==> config.mk <==
export PLATFORM = sky130hd
export DESIGN_NAME = monitor_conversion_fan_config
export DESIGN_NICKNAME = d
export VERILOG_FILES = /design/src/monitor_cfg_pkg.sv /design/src/ramp_step_decode.sv /design/src/monitor_conversion_fan_config.sv
export SDC_FILE = /design/constraint.sdc
export NUM_CORES = 1
export LEC_CHECK = 0
export BUFFER_PORTS_ARGS = -buffer_cell sky130_fd_sc_hd__buf_2
export CORE_ASPECT_RATIO = 1.5
export CORE_MARGIN = 3
export CORE_UTILIZATION = 45
export DETAILED_ROUTE_END_ITERATION = 7
export PLACE_DENSITY = 0.83
export RECOVER_POWER = 25
export SLEW_MARGIN = 40
export SYNTH_ARGS = -nofsm -noshare
export SYNTH_HDL_FRONTEND = slang
export SYNTH_HIERARCHICAL = 1
export SYNTH_SLANG_ARGS = --single-unit
==> constraint.sdc <==
create_clock -name aclk -period 5.4 [get_ports aclk]
set_clock_uncertainty 0.15 [all_clocks]
set_input_delay 1.35 -clock aclk [delete_from_list [all_inputs] [get_ports aclk]]
set_output_delay 1.35 -clock aclk [all_outputs]
set_load 0.02 [all_outputs]
==> src/monitor_cfg_pkg.sv <==
// Register map, field layout and reset values of the conversion and fan configuration bank
package monitor_cfg_pkg;
	localparam logic [7:0] conv_ctrl_idx = 8'h16;
	localparam logic [7:0] atten_a_idx = 8'h18;
	localparam logic [7:0] atten_b_idx = 8'h19;
	localparam logic [7:0] quiet_ramp_idx = 8'h1a;
	localparam logic [7:0] sys_ctrl_idx = 8'h40;
	localparam logic [7:0] status_idx = 8'h41;
	localparam int addr_width = 10;
	localparam logic [7:0] conv_ctrl_reset = 8'h00;
	localparam logic [7:0] atten_a_reset = 8'hff;
	localparam logic [7:0] atten_b_reset = 8'h37;
	localparam logic [7:0] quiet_ramp_reset = 8'h00;
	localparam logic [7:0] atten_a_write_mask = 8'hfe;
	localparam logic [7:0] atten_a_fixed_bits = 8'h01;
	localparam int aux_first_bit = 0;
	localparam int aux_second_bit = 1;
	localparam int single_mode_bit = 2;
	localparam int chan_lsb = 3;
	localparam int chan_msb = 7;
	localparam int quiet_en_one_bit = 0;
	localparam int quiet_en_two_bit = 1;
	localparam int ramp_one_lsb = 2;
	localparam int ramp_one_msb = 4;
	localparam int ramp_two_lsb = 5;
	localparam int ramp_two_msb = 7;
	localparam int sys_lock_bit = 0;
	localparam int sys_swreset_bit = 1;
	localparam logic [1:0] resp_okay = 2'b00;
	localparam logic [1:0] resp_slverr = 2'b10;
	localparam logic [4:0] chan_pin26 = 5'h00;
	localparam logic [4:0] chan_remote_one = 5'h01;
	localparam logic [4:0] chan_remote_two = 5'h02;
	localparam logic [4:0] chan_remote_three = 5'h03;
	localparam logic [4:0] chan_local = 5'h04;
	localparam logic [4:0] chan_12v1 = 5'h05;
	localparam logic [4:0] chan_12v2 = 5'h06;
	localparam logic [4:0] chan_12v3 = 5'h07;
	localparam logic [4:0] chan_3v3 = 5'h08;
	localparam logic [4:0] chan_pin15 = 5'h09;
	localparam logic [4:0] chan_pin19 = 5'h0a;
	localparam logic [4:0] chan_5v = 5'h0b;
	localparam logic [4:0] chan_pin23 = 5'h0c;
	localparam logic [4:0] chan_pin24 = 5'h0d;
	localparam logic [4:0] chan_pin25 = 5'h0e;
	localparam logic [4:0] chan_1v5_one = 5'h10;
	localparam logic [4:0] chan_1v5_two = 5'h11;
	localparam logic [4:0] chan_last = 5'h11;
	localparam logic [5:0] inc_code0 = 6'h01;
	localparam logic [5:0] inc_code1 = 6'h02;
	localparam logic [5:0] inc_code2 = 6'h03;
	localparam logic [5:0] inc_code3 = 6'h05;
	localparam logic [5:0] inc_code4 = 6'h08;
	localparam logic [5:0] inc_code5 = 6'h0c;
	localparam logic [5:0] inc_code6 = 6'h18;
	localparam logic [5:0] inc_code7 = 6'h30;
	localparam int slow_factor = 4;
	localparam int slow_shift = 2;
	localparam int slow_bit = 3;
endpackage

==> src/ramp_step_decode.sv <==
// Ramp code to duty increment decoder for one fan drive output
module ramp_step_decode
	import monitor_cfg_pkg::*;
(
	input wire logic aclk,
	input wire logic aresetn,
	input wire logic [2:0] ramp_code,
	input wire logic quiet_enable,
	input wire logic slow_mode,
	output logic [5:0] step_q,
	output logic [1:0] slow_shift_q
);
	logic [5:0] step_d;
	always_comb
	begin
		case (ramp_code)
			3'h0: step_d = inc_code0;
			3'h2: step_d = inc_code2;
			3'h6: step_d = inc_code6;
			3'h1: step_d = inc_code1;
			3'h3: step_d = inc_code3;
			3'h4: step_d = inc_code4;
			3'h5: step_d = inc_code5;
			3'h7: step_d = inc_code7;
			default: step_d = inc_code0;
		endcase
	end
	always_ff @(posedge aclk)
	begin
		if (!aresetn)
		begin
			step_q <= 6'h00;
			slow_shift_q <= 2'h0;
		end
		else
		begin
			step_q <= quiet_enable ? step_d : 6'h00;
			slow_shift_q <= (quiet_enable && slow_mode) ? 2'(slow_shift) : 2'h0;
		end
	end
endmodule // ramp_step_decode

==> src/monitor_conversion_fan_config.sv <==
// AXI4-Lite register bank for conversion, attenuator and fan acoustics configuration
// Overview of operation
// - Control bit 0 enables auxiliary drive on general pin five, reset off.
// - Control bit 1 enables auxiliary drive on general pin six, reset off.
// - Control bit 2 selects repeated conversion on one chosen channel, reset 0.
// - Channel select in bits 7:3, reset code selects pin 26 input.
// - Temperature codes: 1,2,3 remote one to three, 4 local.
// - Attenuator A bits 1..7 keep pins' attenuators in; 0 bypasses.
// - Attenuator B bits 0,1,2,4,5 control pins 23,24,25,28,29; reset 1.
// - B reserved bits writable reset 0; A bit 0 read-only.
// - Configuration registers reset on power-on and software reset; lock, cleared only at power-on, blocks their writes.
// - Acoustics bit 0 enables ramp-limited mode for fan output one.
// - Acoustics bit 1 enables ramp-limited mode for fan output two.
// - Bits 4:2 ramp code for output one, listed increments.
// - Bits 7:5 ramp code for output two, same mapping.
// - Ramp code sets climb time from 33 to 100 percent.
// - Codes 0, 2, 6 give increments 1, 3, 24.
// - Output slow bit makes the ramp four times longer.
//
// Added by the designer: register access over AXI4-Lite.
module monitor_conversion_fan_config
	import monitor_cfg_pkg::*;
(
	input wire logic aclk,
	input wire logic aresetn,
	input wire logic [addr_width-1:0] s_axi_awaddr,
	input wire logic s_axi_awvalid,
	output logic s_axi_awready,
	input wire logic [31:0] s_axi_wdata,
	input wire logic [3:0] s_axi_wstrb,
	input wire logic s_axi_wvalid,
	output logic s_axi_wready,
	output logic [1:0] s_axi_bresp,
	output logic s_axi_bvalid,
	input wire logic s_axi_bready,
	input wire logic [addr_width-1:0] s_axi_araddr,
	input wire logic s_axi_arvalid,
	output logic s_axi_arready,
	output logic [31:0] s_axi_rdata,
	output logic [1:0] s_axi_rresp,
	output logic s_axi_rvalid,
	input wire logic s_axi_rready,
	input wire logic fan_one_slow,
	input wire logic fan_two_slow,
	input wire logic conversion_done,
	output logic aux_drive_enable_first,
	output logic aux_drive_enable_second,
	output logic [4:0] active_channel_q,
	output logic [7:0] atten_a_q,
	output logic [7:0] atten_b_q,
	output logic [5:0] fan_one_step_q,
	output logic [1:0] fan_one_shift_q,
	output logic [5:0] fan_two_step_q,
	output logic [1:0] fan_two_shift_q
);
	logic [7:0] conv_q;
	logic [7:0] ramp_q;
	logic lock_q;
	logic aw_held_q;
	logic w_held_q;
	logic [addr_width-1:0] awaddr_q;
	logic [7:0] wdata_q;
	logic wstrb_q;
	logic do_write;
	logic soft_reset;
	logic wr_hit;
	logic [7:0] wr_idx;
	logic [7:0] rd_idx;
	logic [7:0] rd_val;
	logic rd_hit;
	assign wr_idx = 8'(awaddr_q >> 2);
	assign rd_idx = 8'(s_axi_araddr >> 2);
	assign do_write = aw_held_q && w_held_q && !s_axi_bvalid;
	assign wr_hit = (wr_idx == conv_ctrl_idx) || (wr_idx == atten_a_idx)
		|| (wr_idx == atten_b_idx) || (wr_idx == quiet_ramp_idx)
		|| (wr_idx == sys_ctrl_idx) || (wr_idx == status_idx);
	assign soft_reset = do_write && wstrb_q && (wr_idx == sys_ctrl_idx) && wdata_q[sys_swreset_bit];
	// Write address and data capture in either order
	always_ff @(posedge aclk)
	begin
		if (!aresetn)
		begin
			aw_held_q <= 1'b0;
			w_held_q <= 1'b0;
			awaddr_q <= '0;
			wdata_q <= 8'h00;
			wstrb_q <= 1'b0;
		end
		else
		begin
			if (s_axi_awvalid && s_axi_awready)
			begin
				aw_held_q <= 1'b1;
				awaddr_q <= s_axi_awaddr;
			end
			else if (do_write)
				aw_held_q <= 1'b0;
			if (s_axi_wvalid && s_axi_wready)
			begin
				w_held_q <= 1'b1;
				wdata_q <= s_axi_wdata[7:0];
				wstrb_q <= s_axi_wstrb[0];
			end
			else if (do_write)
				w_held_q <= 1'b0;
		end
	end
	always_ff @(posedge aclk)
	begin
		if (!aresetn)
		begin
			s_axi_awready <= 1'b1;
			s_axi_wready <= 1'b1;
			s_axi_bvalid <= 1'b0;
			s_axi_bresp <= resp_okay;
		end
		else
		begin
			if (s_axi_awvalid && s_axi_awready)
				s_axi_awready <= 1'b0;
			else if (s_axi_bvalid && s_axi_bready)
				s_axi_awready <= 1'b1;
			if (s_axi_wvalid && s_axi_wready)
				s_axi_wready <= 1'b0;
			else if (s_axi_bvalid && s_axi_bready)
				s_axi_wready <= 1'b1;
			if (do_write)
			begin
				s_axi_bvalid <= 1'b1;
				s_axi_bresp <= wr_hit ? resp_okay : resp_slverr;
			end
			else if (s_axi_bready)
				s_axi_bvalid <= 1'b0;
		end
	end
	// Lock is sticky until power-on reset
	always_ff @(posedge aclk)
	begin
		if (!aresetn)
			lock_q <= 1'b0;
		else if (do_write && wstrb_q && wr_idx == sys_ctrl_idx && wdata_q[sys_lock_bit])
			lock_q <= 1'b1;
	end
	always_ff @(posedge aclk)
	begin
		if (!aresetn || soft_reset)
		begin
			conv_q <= conv_ctrl_reset;
			atten_a_q <= atten_a_reset;
			atten_b_q <= atten_b_reset;
			ramp_q <= quiet_ramp_reset;
		end
		else if (do_write && wstrb_q && !lock_q)
		begin
			if (wr_idx == conv_ctrl_idx)
				conv_q <= wdata_q;
			if (wr_idx == atten_a_idx)
				atten_a_q <= (wdata_q & atten_a_write_mask) | atten_a_fixed_bits;
			if (wr_idx == atten_b_idx)
				atten_b_q <= wdata_q;
			if (wr_idx == quiet_ramp_idx)
				ramp_q <= wdata_q;
		end
	end
	always_ff @(posedge aclk)
	begin
		if (!aresetn)
		begin
			aux_drive_enable_first <= 1'b0;
			aux_drive_enable_second <= 1'b0;
		end
		else
		begin
			aux_drive_enable_first <= conv_q[aux_first_bit];
			aux_drive_enable_second <= conv_q[aux_second_bit];
		end
	end
	always_ff @(posedge aclk)
	begin
		if (!aresetn || soft_reset)
			active_channel_q <= chan_pin26;
		else if (conv_q[single_mode_bit])
			active_channel_q <= conv_q[chan_msb:chan_lsb];
		else if (conversion_done)
		begin
			// Code 15 is unused and skipped
			if (active_channel_q == chan_last)
				active_channel_q <= chan_pin26;
			else if (active_channel_q == chan_pin25)
				active_channel_q <= chan_1v5_one;
			else
				active_channel_q <= active_channel_q + 5'h01;
		end
	end
	always_comb
	begin
		rd_hit = 1'b1;
		case (rd_idx)
			conv_ctrl_idx: rd_val = conv_q;
			atten_a_idx: rd_val = atten_a_q;
			atten_b_idx: rd_val = atten_b_q;
			quiet_ramp_idx: rd_val = ramp_q;
			sys_ctrl_idx: rd_val = {7'h00, lock_q};
			status_idx: rd_val = {3'h0, active_channel_q};
			default:
			begin
				rd_val = 8'h00;
				rd_hit = 1'b0;
			end
		endcase
	end
	always_ff @(posedge aclk)
	begin
		if (!aresetn)
		begin
			s_axi_arready <= 1'b1;
			s_axi_rvalid <= 1'b0;
			s_axi_rdata <= 32'h0000_0000;
			s_axi_rresp <= resp_okay;
		end
		else if (s_axi_arvalid && s_axi_arready)
		begin
			s_axi_arready <= 1'b0;
			s_axi_rvalid <= 1'b1;
			s_axi_rdata <= {24'h00_0000, rd_val};
			s_axi_rresp <= rd_hit ? resp_okay : resp_slverr;
		end
		else if (s_axi_rvalid && s_axi_rready)
		begin
			s_axi_rvalid <= 1'b0;
			s_axi_arready <= 1'b1;
		end
	end
	ramp_step_decode fan_one_decode (
		.aclk(aclk),
		.aresetn(aresetn),
		.ramp_code(ramp_q[ramp_one_msb:ramp_one_lsb]),
		.quiet_enable(ramp_q[quiet_en_one_bit]),
		.slow_mode(fan_one_slow),
		.step_q(fan_one_step_q),
		.slow_shift_q(fan_one_shift_q)
	);
	// Output two uses the same decoder
	ramp_step_decode fan_two_decode (
		.aclk(aclk),
		.aresetn(aresetn),
		.ramp_code(ramp_q[ramp_two_msb:ramp_two_lsb]),
		.quiet_enable(ramp_q[quiet_en_two_bit]),
		.slow_mode(fan_two_slow),
		.step_q(fan_two_step_q),
		.slow_shift_q(fan_two_shift_q)
	);
	// Assertions
	// Pin five enable follows bit 0
	aux_first_a: assert property (@(posedge aclk) disable iff (!aresetn)
		aux_drive_enable_first == $past(conv_q[aux_first_bit]))
		else $error("aux first enable mismatch");
	aux_second_a: assert property (@(posedge aclk) disable iff (!aresetn)
		aux_drive_enable_second == $past(conv_q[aux_second_bit]))
		else $error("aux second enable mismatch");
	single_chan_a: assert property (@(posedge aclk) disable iff (!aresetn)
		conv_q[single_mode_bit] && !soft_reset |=> active_channel_q == $past(conv_q[chan_msb:chan_lsb]))
		else $error("single channel not followed");
	atten_a_fixed_a: assert property (@(posedge aclk) disable iff (!aresetn)
		atten_a_q[0] == 1'b1)
		else $error("attenuator A bit 0 changed");
	lock_hold_a: assert property (@(posedge aclk) disable iff (!aresetn)
		lock_q && !soft_reset |=> $stable(conv_q) && $stable(ramp_q) && $stable(atten_b_q))
		else $error("write while locked");
	soft_reset_a: assert property (@(posedge aclk) disable iff (!aresetn)
		soft_reset |=> conv_q == conv_ctrl_reset && atten_b_q == atten_b_reset
		&& atten_a_q == atten_a_reset && ramp_q == quiet_ramp_reset)
		else $error("software reset missed defaults");
	quiet_off_a: assert property (@(posedge aclk) disable iff (!aresetn)
		!ramp_q[quiet_en_one_bit] |=> fan_one_step_q == 6'h00)
		else $error("fan one ramp active while disabled");
	fast_code_a: assert property (@(posedge aclk) disable iff (!aresetn)
		ramp_q[quiet_en_two_bit] && ramp_q[ramp_two_msb:ramp_two_lsb] == 3'h7
		|=> fan_two_step_q == inc_code7)
		else $error("fan two fastest increment wrong");
	seq_wrap_a: assert property (@(posedge aclk) disable iff (!aresetn)
		!conv_q[single_mode_bit] && conversion_done && active_channel_q == chan_last && !soft_reset
		|=> active_channel_q == chan_pin26)
		else $error("sequencer did not wrap");
	write_resp_a: assert property (@(posedge aclk) disable iff (!aresetn)
		do_write |=> s_axi_bvalid)
		else $error("write response missing");
	write_cover_c: cover property (@(posedge aclk) disable iff (!aresetn) do_write && !lock_q);
	locked_cover_c: cover property (@(posedge aclk) disable iff (!aresetn) do_write && lock_q);
	wrap_cover_c: cover property (@(posedge aclk) disable iff (!aresetn)
		conversion_done && active_channel_q == chan_last);
endmodule // monitor_conversion_fan_config

==> results.md, run 1 <==
- Status: completed
- Clock Latency Late Sink: 0.33 ns
- Layout cells sized above 1: 21.4%
- Cell count after synthesis: 436
- # nets final: 592
- Core Area: 0.00841 mm2
- Drc violations: 0
- CTS Buf Count: 9
- #FFs+latches synth: 87
- Syn Area/Cell: 8.94 um2
- Reg2Reg Launch Point: awaddr_q[7]
- H-tree levels: 3
- Final hold vios: 0
- CP endpoint kind: flip-flop
- Sequential share of the synthesized area: 44.7%
- VDD IR-drop max: 0.192 mV
- Final wirelength: 9200 um
- Max Freq: 293 MHz
- Commonest cells after routing, fill and taps aside: dfxtp_1 (87), buf_2 (84), nand2_1 (64), mux2i_1 (40), nor2_1 (35)
- Post-route setup slack: 1.99 ns
- Hold Crit Endpoint: s_axi_rdata[2]
- Synthesized area: 0.00390 mm2
- Hold path cells: 2
- Number of synthesis warnings: 6
- Hold Crit Start: s_axi_rdata[2]
- Clock transition at path regs: 0.06 ns
- ANT nets after route: 0
- Critical path startpoint category: input pin
- Area Overhead vs Synth: 17.2%
- Drt pass-1 iters: 4
- EDFF count, synth: 0
- DIE HEIGHT: 120 um
- Worst Max-Slew Pin Slew: 1.08 ns
- CTS tree: yes
- Postcts setup bufs: 0
- Worst Path Arrival: 3.51 ns
- Hold Crit Class: flip-flop to flip-flop
- Crit Path Class: input pin to flip-flop
- Antenna violations before repair: 0
- Cell variety after synth: 47
- Detailed Place HPWL: 7090 um
- Critical Path RT: 5.50 ns
- Worst-case reg-to-reg path depth: 5
- CTS hold repair buffers: 0
- Top_reg_cell synth: dfxtp_1
- Leak: 1.98 nW
- Ant. Diodes: 0
- Clock sinks: 87
- CTS resizes: 0
- Initial DRC count: 174
- Cell Rows: 41
- Largest net degree at the start of global routing: 26
- Grt ovf: 0
- Max Cap Violations: 0
- Die area: 0.00983 mm2
- Commonest non-fill, non-tap cell in the layout: dfxtp_1
- Worst slack at placement: 1.81 ns
- TNS Setup: 0 ns
- Vias: 3291
- Clk root buf: clkbuf_16
- CP max FO: 25
- Slew headroom: 27.8%
- Clk buf depth: 2
- Reg2reg end: atten_a_q[7]
- Max Slew Vio Count: 0
- Setup violations, final: 0
- Vias in the first global route: 3112
- Vias per cell: 5.27
- Async set-reset flop share out of synthesis: 0%
- Final period utilization: 63.2%
- Unrepaired setup endpoints after global routing: false
- Total track usage: 18.9%
- # IOs: 146
- Initial core utilization: 46.3%
- Drt wl/cell: 14.7 um
- FF-to-FF setup slack: 2.99 ns
- Tmin final: 3.41 ns
- Power Density: 293 mW/mm2
- GPL Wtd Cong: 0.855
- Port Buf Inserts: 85
- Die extent in x: 82.0 um
- First-pass GRT wire length: 14500 um
worst max-delay path, stage by stage:
cell,delay (ns)
clkbuf_1,0.58
clkinv_1,0.24
clkbuf_1,0.50
a31o_2,0.57
nor3_1,0.26
cells by family after synthesis:
group | count (synthesis) | synth area share, %
AOI/OAI and AO/OA | 76 | 11.7
adders and majority gates | 11 | 3.53
buffers and inverters | 53 | 8.16
DFF | 87 | 44.7
muxes | 40 | 10.3
other | 4 | 0.385
and+or+nand+nor | 165 | 21.3
sequential cells by signal, indices dropped and copies added (netlist names), 5 cells and up:
signal	count
atten_b_q	8
wdata_q	8
conv_q	8
atten_a_q	7
s_axi_rdata	8
awaddr_q	8
ramp_q	8
fan_one_decode/step_q	6
fan_two_decode/step_q	6
active_channel_q	5
worst max-delay path by stage:
stage | startpoint | to | slack, ns
after floorplan | s_axi_araddr[7] | s_axi_rdata[4] | 2.22
after global placement | s_axi_araddr[7] | s_axi_rdata[4] | 1.83
after detailed placement | s_axi_araddr[7] | s_axi_rdata[4] | 1.81
after CTS | s_axi_araddr[7] | s_axi_rdata[0] | 2.15
after global routing | aresetn | active_channel_q[2] | 1.85
final | aresetn | active_channel_q[2] | 1.99
metrics by stage:
stage / cells / power, W / utilization, % / cell area (um2) / hold slack (ns)
CTS: 625 / 0.00134 / 54.3 / 4570 / 0.312
global placement: 611 / 0.000790 / 51.1 / 4300 / 0.288
floorplan: 461 / 0.000774 / - / 3990 / 0.287
global route: 625 / 0.00138 / 54.3 / 4570 / 0.328
finish: 625 / 0.00134 / 54.3 / 4570 / 0.309
detailed placement: 611 / 0.000795 / 51.1 / 4300 / 0.299
power breakdown:
part           switching [W]  internal, W
clock               0.000225     0.000331
combinational      0.0000721    0.0000353
sequential         0.0000171     0.000657
synth_stat cells, types with 3 or more instances:
cell	instances	area, um2
a221oi_1	4	35.0
mux2i_1	40	400
dfxtp_1	87	1740
ha_1	11	138
nor2b_1	7	43.8
a211oi_1	4	30.0
a21oi_1	30	150
nor3_1	9	45.0
conb_1	4	15.0
clkbuf_1	12	45.0
nand2_1	64	240
a22oi_1	6	45.0
nand2b_1	8	50.1
a2bb2oi_1	3	26.3
and2_1	10	62.6
inv_1	7	26.3
buf_4	29	218
nor2_1	35	131
o21ai_0	21	105
and3_1	8	50.1
nand3b_1	4	30.0
layout make-up:
| class | instances | area, um2 |
|---|---|---|
| clock buffer | 13 | 260 |
| timing repair buffer | 88 | 443 |
| sequential | 87 | 1740 |
| clock inverter | 1 | 5.00 |
| tap | 107 | 134 |
| multi-input combinational | 321 | 1950 |
| fill | 789 | 3840 |
| inverter | 8 | 30.0 |
layer usage:
layer	vias to the layer above	wire length, um	track usage, %
met5	-	0	0
met4	0	322	9.88
met3	22	454	3.45
met2	103	4920	34.5
met1	1564	3510	19.8
li1	1602	-	-
Power figures use the tool's default switching activity.
==> run 2: changes to the inputs <==
clock period = 3.2 ns   (was 5.4 ns; I/O delays follow)
==> run 2 against run 1 <==
Non-clock buffer count rose by 4. Worst hold slack improved by 0.0033 ns. Clock power rose by 120%. Count of clock-buffer cells in the layout fell by 1.
==> results.md, run 2 (same netlist as run 1, synthesis figures left out) <==
- ANT nets after route: 0
- Vias per cell: 5.30
- Worst Max-Slew Pin Slew: 0.960 ns
- VDD IR-drop max: 0.396 mV
- Antenna violations before repair: 0
- Layout cells sized above 1: 21.8%
- Status: completed
- CTS hold repair buffers: 0
- Register area: 0.00174 mm2
- Initial DRC count: 239
- Slew headroom: 36.0%
- Largest net degree at the start of global routing: 24
- Final hold vios: 0
- Drt wl/cell: 15.1 um
- Clock sinks: 87
- Final period utilization: 76.1%
- Postcts setup bufs: 0
- Drc violations: 0
- Drt pass-1 iters: 4
- First-pass GRT wire length: 15300 um
- CP endpoint kind: flip-flop
- CP max FO: 8
- # nets final: 596
- Leak: 2.04 nW
- H-tree levels: 3
- TNS Setup: 0 ns
- Worst slack at placement: 0.497 ns
- Setup violations, final: 0
- Initial core utilization: 46.3%
- Tmin final: 2.43 ns
- GPL Wtd Cong: 0.858
- CTS tree: yes
- # fillers: 765
- Final wirelength: 9540 um
- Max Freq: 411 MHz
- # IOs: 146
- Port Buf Inserts: 85
- Clock Latency Late Sink: 0.34 ns
- CTS resizes: 0
- Hold Crit Class: flip-flop to flip-flop
- Unrepaired setup endpoints after global routing: false
- Multi-input logic area: 0.00194 mm2
- Max Cap Violations: 0
- Commonest cells after routing, fill and taps aside: dfxtp_1 (87), buf_2 (84), nand2_1 (64), mux2i_1 (40), nor2_1 (35)
- Die area: 0.00983 mm2
- Post-route setup slack: 0.765 ns
- Crit Path Class: flip-flop to flip-flop
- Ant. Diodes: 0
- Detailed Place HPWL: 7170 um
- Die extent in x: 82.0 um
- Grt ovf: 0
- Clock transition at path regs: 0.06 ns
- DIE HEIGHT: 120 um
- Area Overhead vs Synth: 19.7%
- Cell Rows: 41
- Critical path startpoint category: flip-flop
- Power Density: 540 mW/mm2
- Vias: 3336
- Clk root buf: clkbuf_16
- Total track usage: 20.2%
- Critical Path RT: 3.26 ns
- Clk buf depth: 2
- Vias in the first global route: 3267
- Worst Path Arrival: 2.49 ns
- Commonest non-fill, non-tap cell in the layout: dfxtp_1
- Max Slew Vio Count: 0
- CTS Buf Count: 9
- FF-to-FF setup slack: 0.77 ns
- Core Area: 0.00841 mm2
## run 2: changes by cell type in the layout (fill, tap and decap cells not counted)
cell,change
bufinv_16,+3
buf_4,+3
clkinv_2,-1
and2_0,+1
a31oi_1,+1
a31oi_2,-1
nor3_1,+1
nor3_2,-1
and2_1,-1
## run 2: layout make-up
type	count	share of cell area, %
repair buffers	92	10.1
clock buffers	12	5.50
well taps	107	2.87
clock inverters	3	1.93
inverters	8	0.644
flip-flops and latches	87	37.3
multi-input cells	321	41.7
## run 2: final timing paths
| kind | from | depth (start not counted) | endpoint |
|---|---|---|---|
| setup / recovery | awaddr_q[7] | 5 | ramp_q[1] |
| hold / removal | s_axi_rdata[5] | 2 | s_axi_rdata[5] |
| setup reg to reg | awaddr_q[7] | 5 | ramp_q[1] |
| hold reg to reg | s_axi_rdata[5] | 2 | s_axi_rdata[5] |
## run 2: critical path, cell delays in order (launching register included)
cell	delay [ns]
dfxtp_1	0.34
or4b_4	0.55
or3_4	0.38
nor3_4	0.57
mux2i_1	0.26
nor2_1	0.06
## run 2: through the flow
step	hold slack, ns	cells	cell area, um2	util (%)	power, W
after detailed placement	0.307	615	4330	51.4	0.00134
after global routing	0.343	630	4660	55.4	0.00260
after floorplan	0.287	461	3990	-	0.00131
after global placement	0.287	615	4330	51.4	0.00134
after CTS	0.319	630	4670	55.5	0.00254
final	0.313	630	4660	55.4	0.00252
## run 2: per-layer routing
metal,track usage [%],up-vias,wire [um]
met5,0,-,0
met2,35.5,111,5070
met3,4.05,27,559
met4,12.4,0,386
li1,-,1609,-
met1,21.1,1589,3530
## run 2: power breakdown
group | switching (W) | total (W) | internal, W
clock network | 0.000399 | 0.00120 | 0.000801
logic | 0.000123 | 0.000184 | 0.0000605
registers | 0.0000295 | 0.00114 | 0.00111
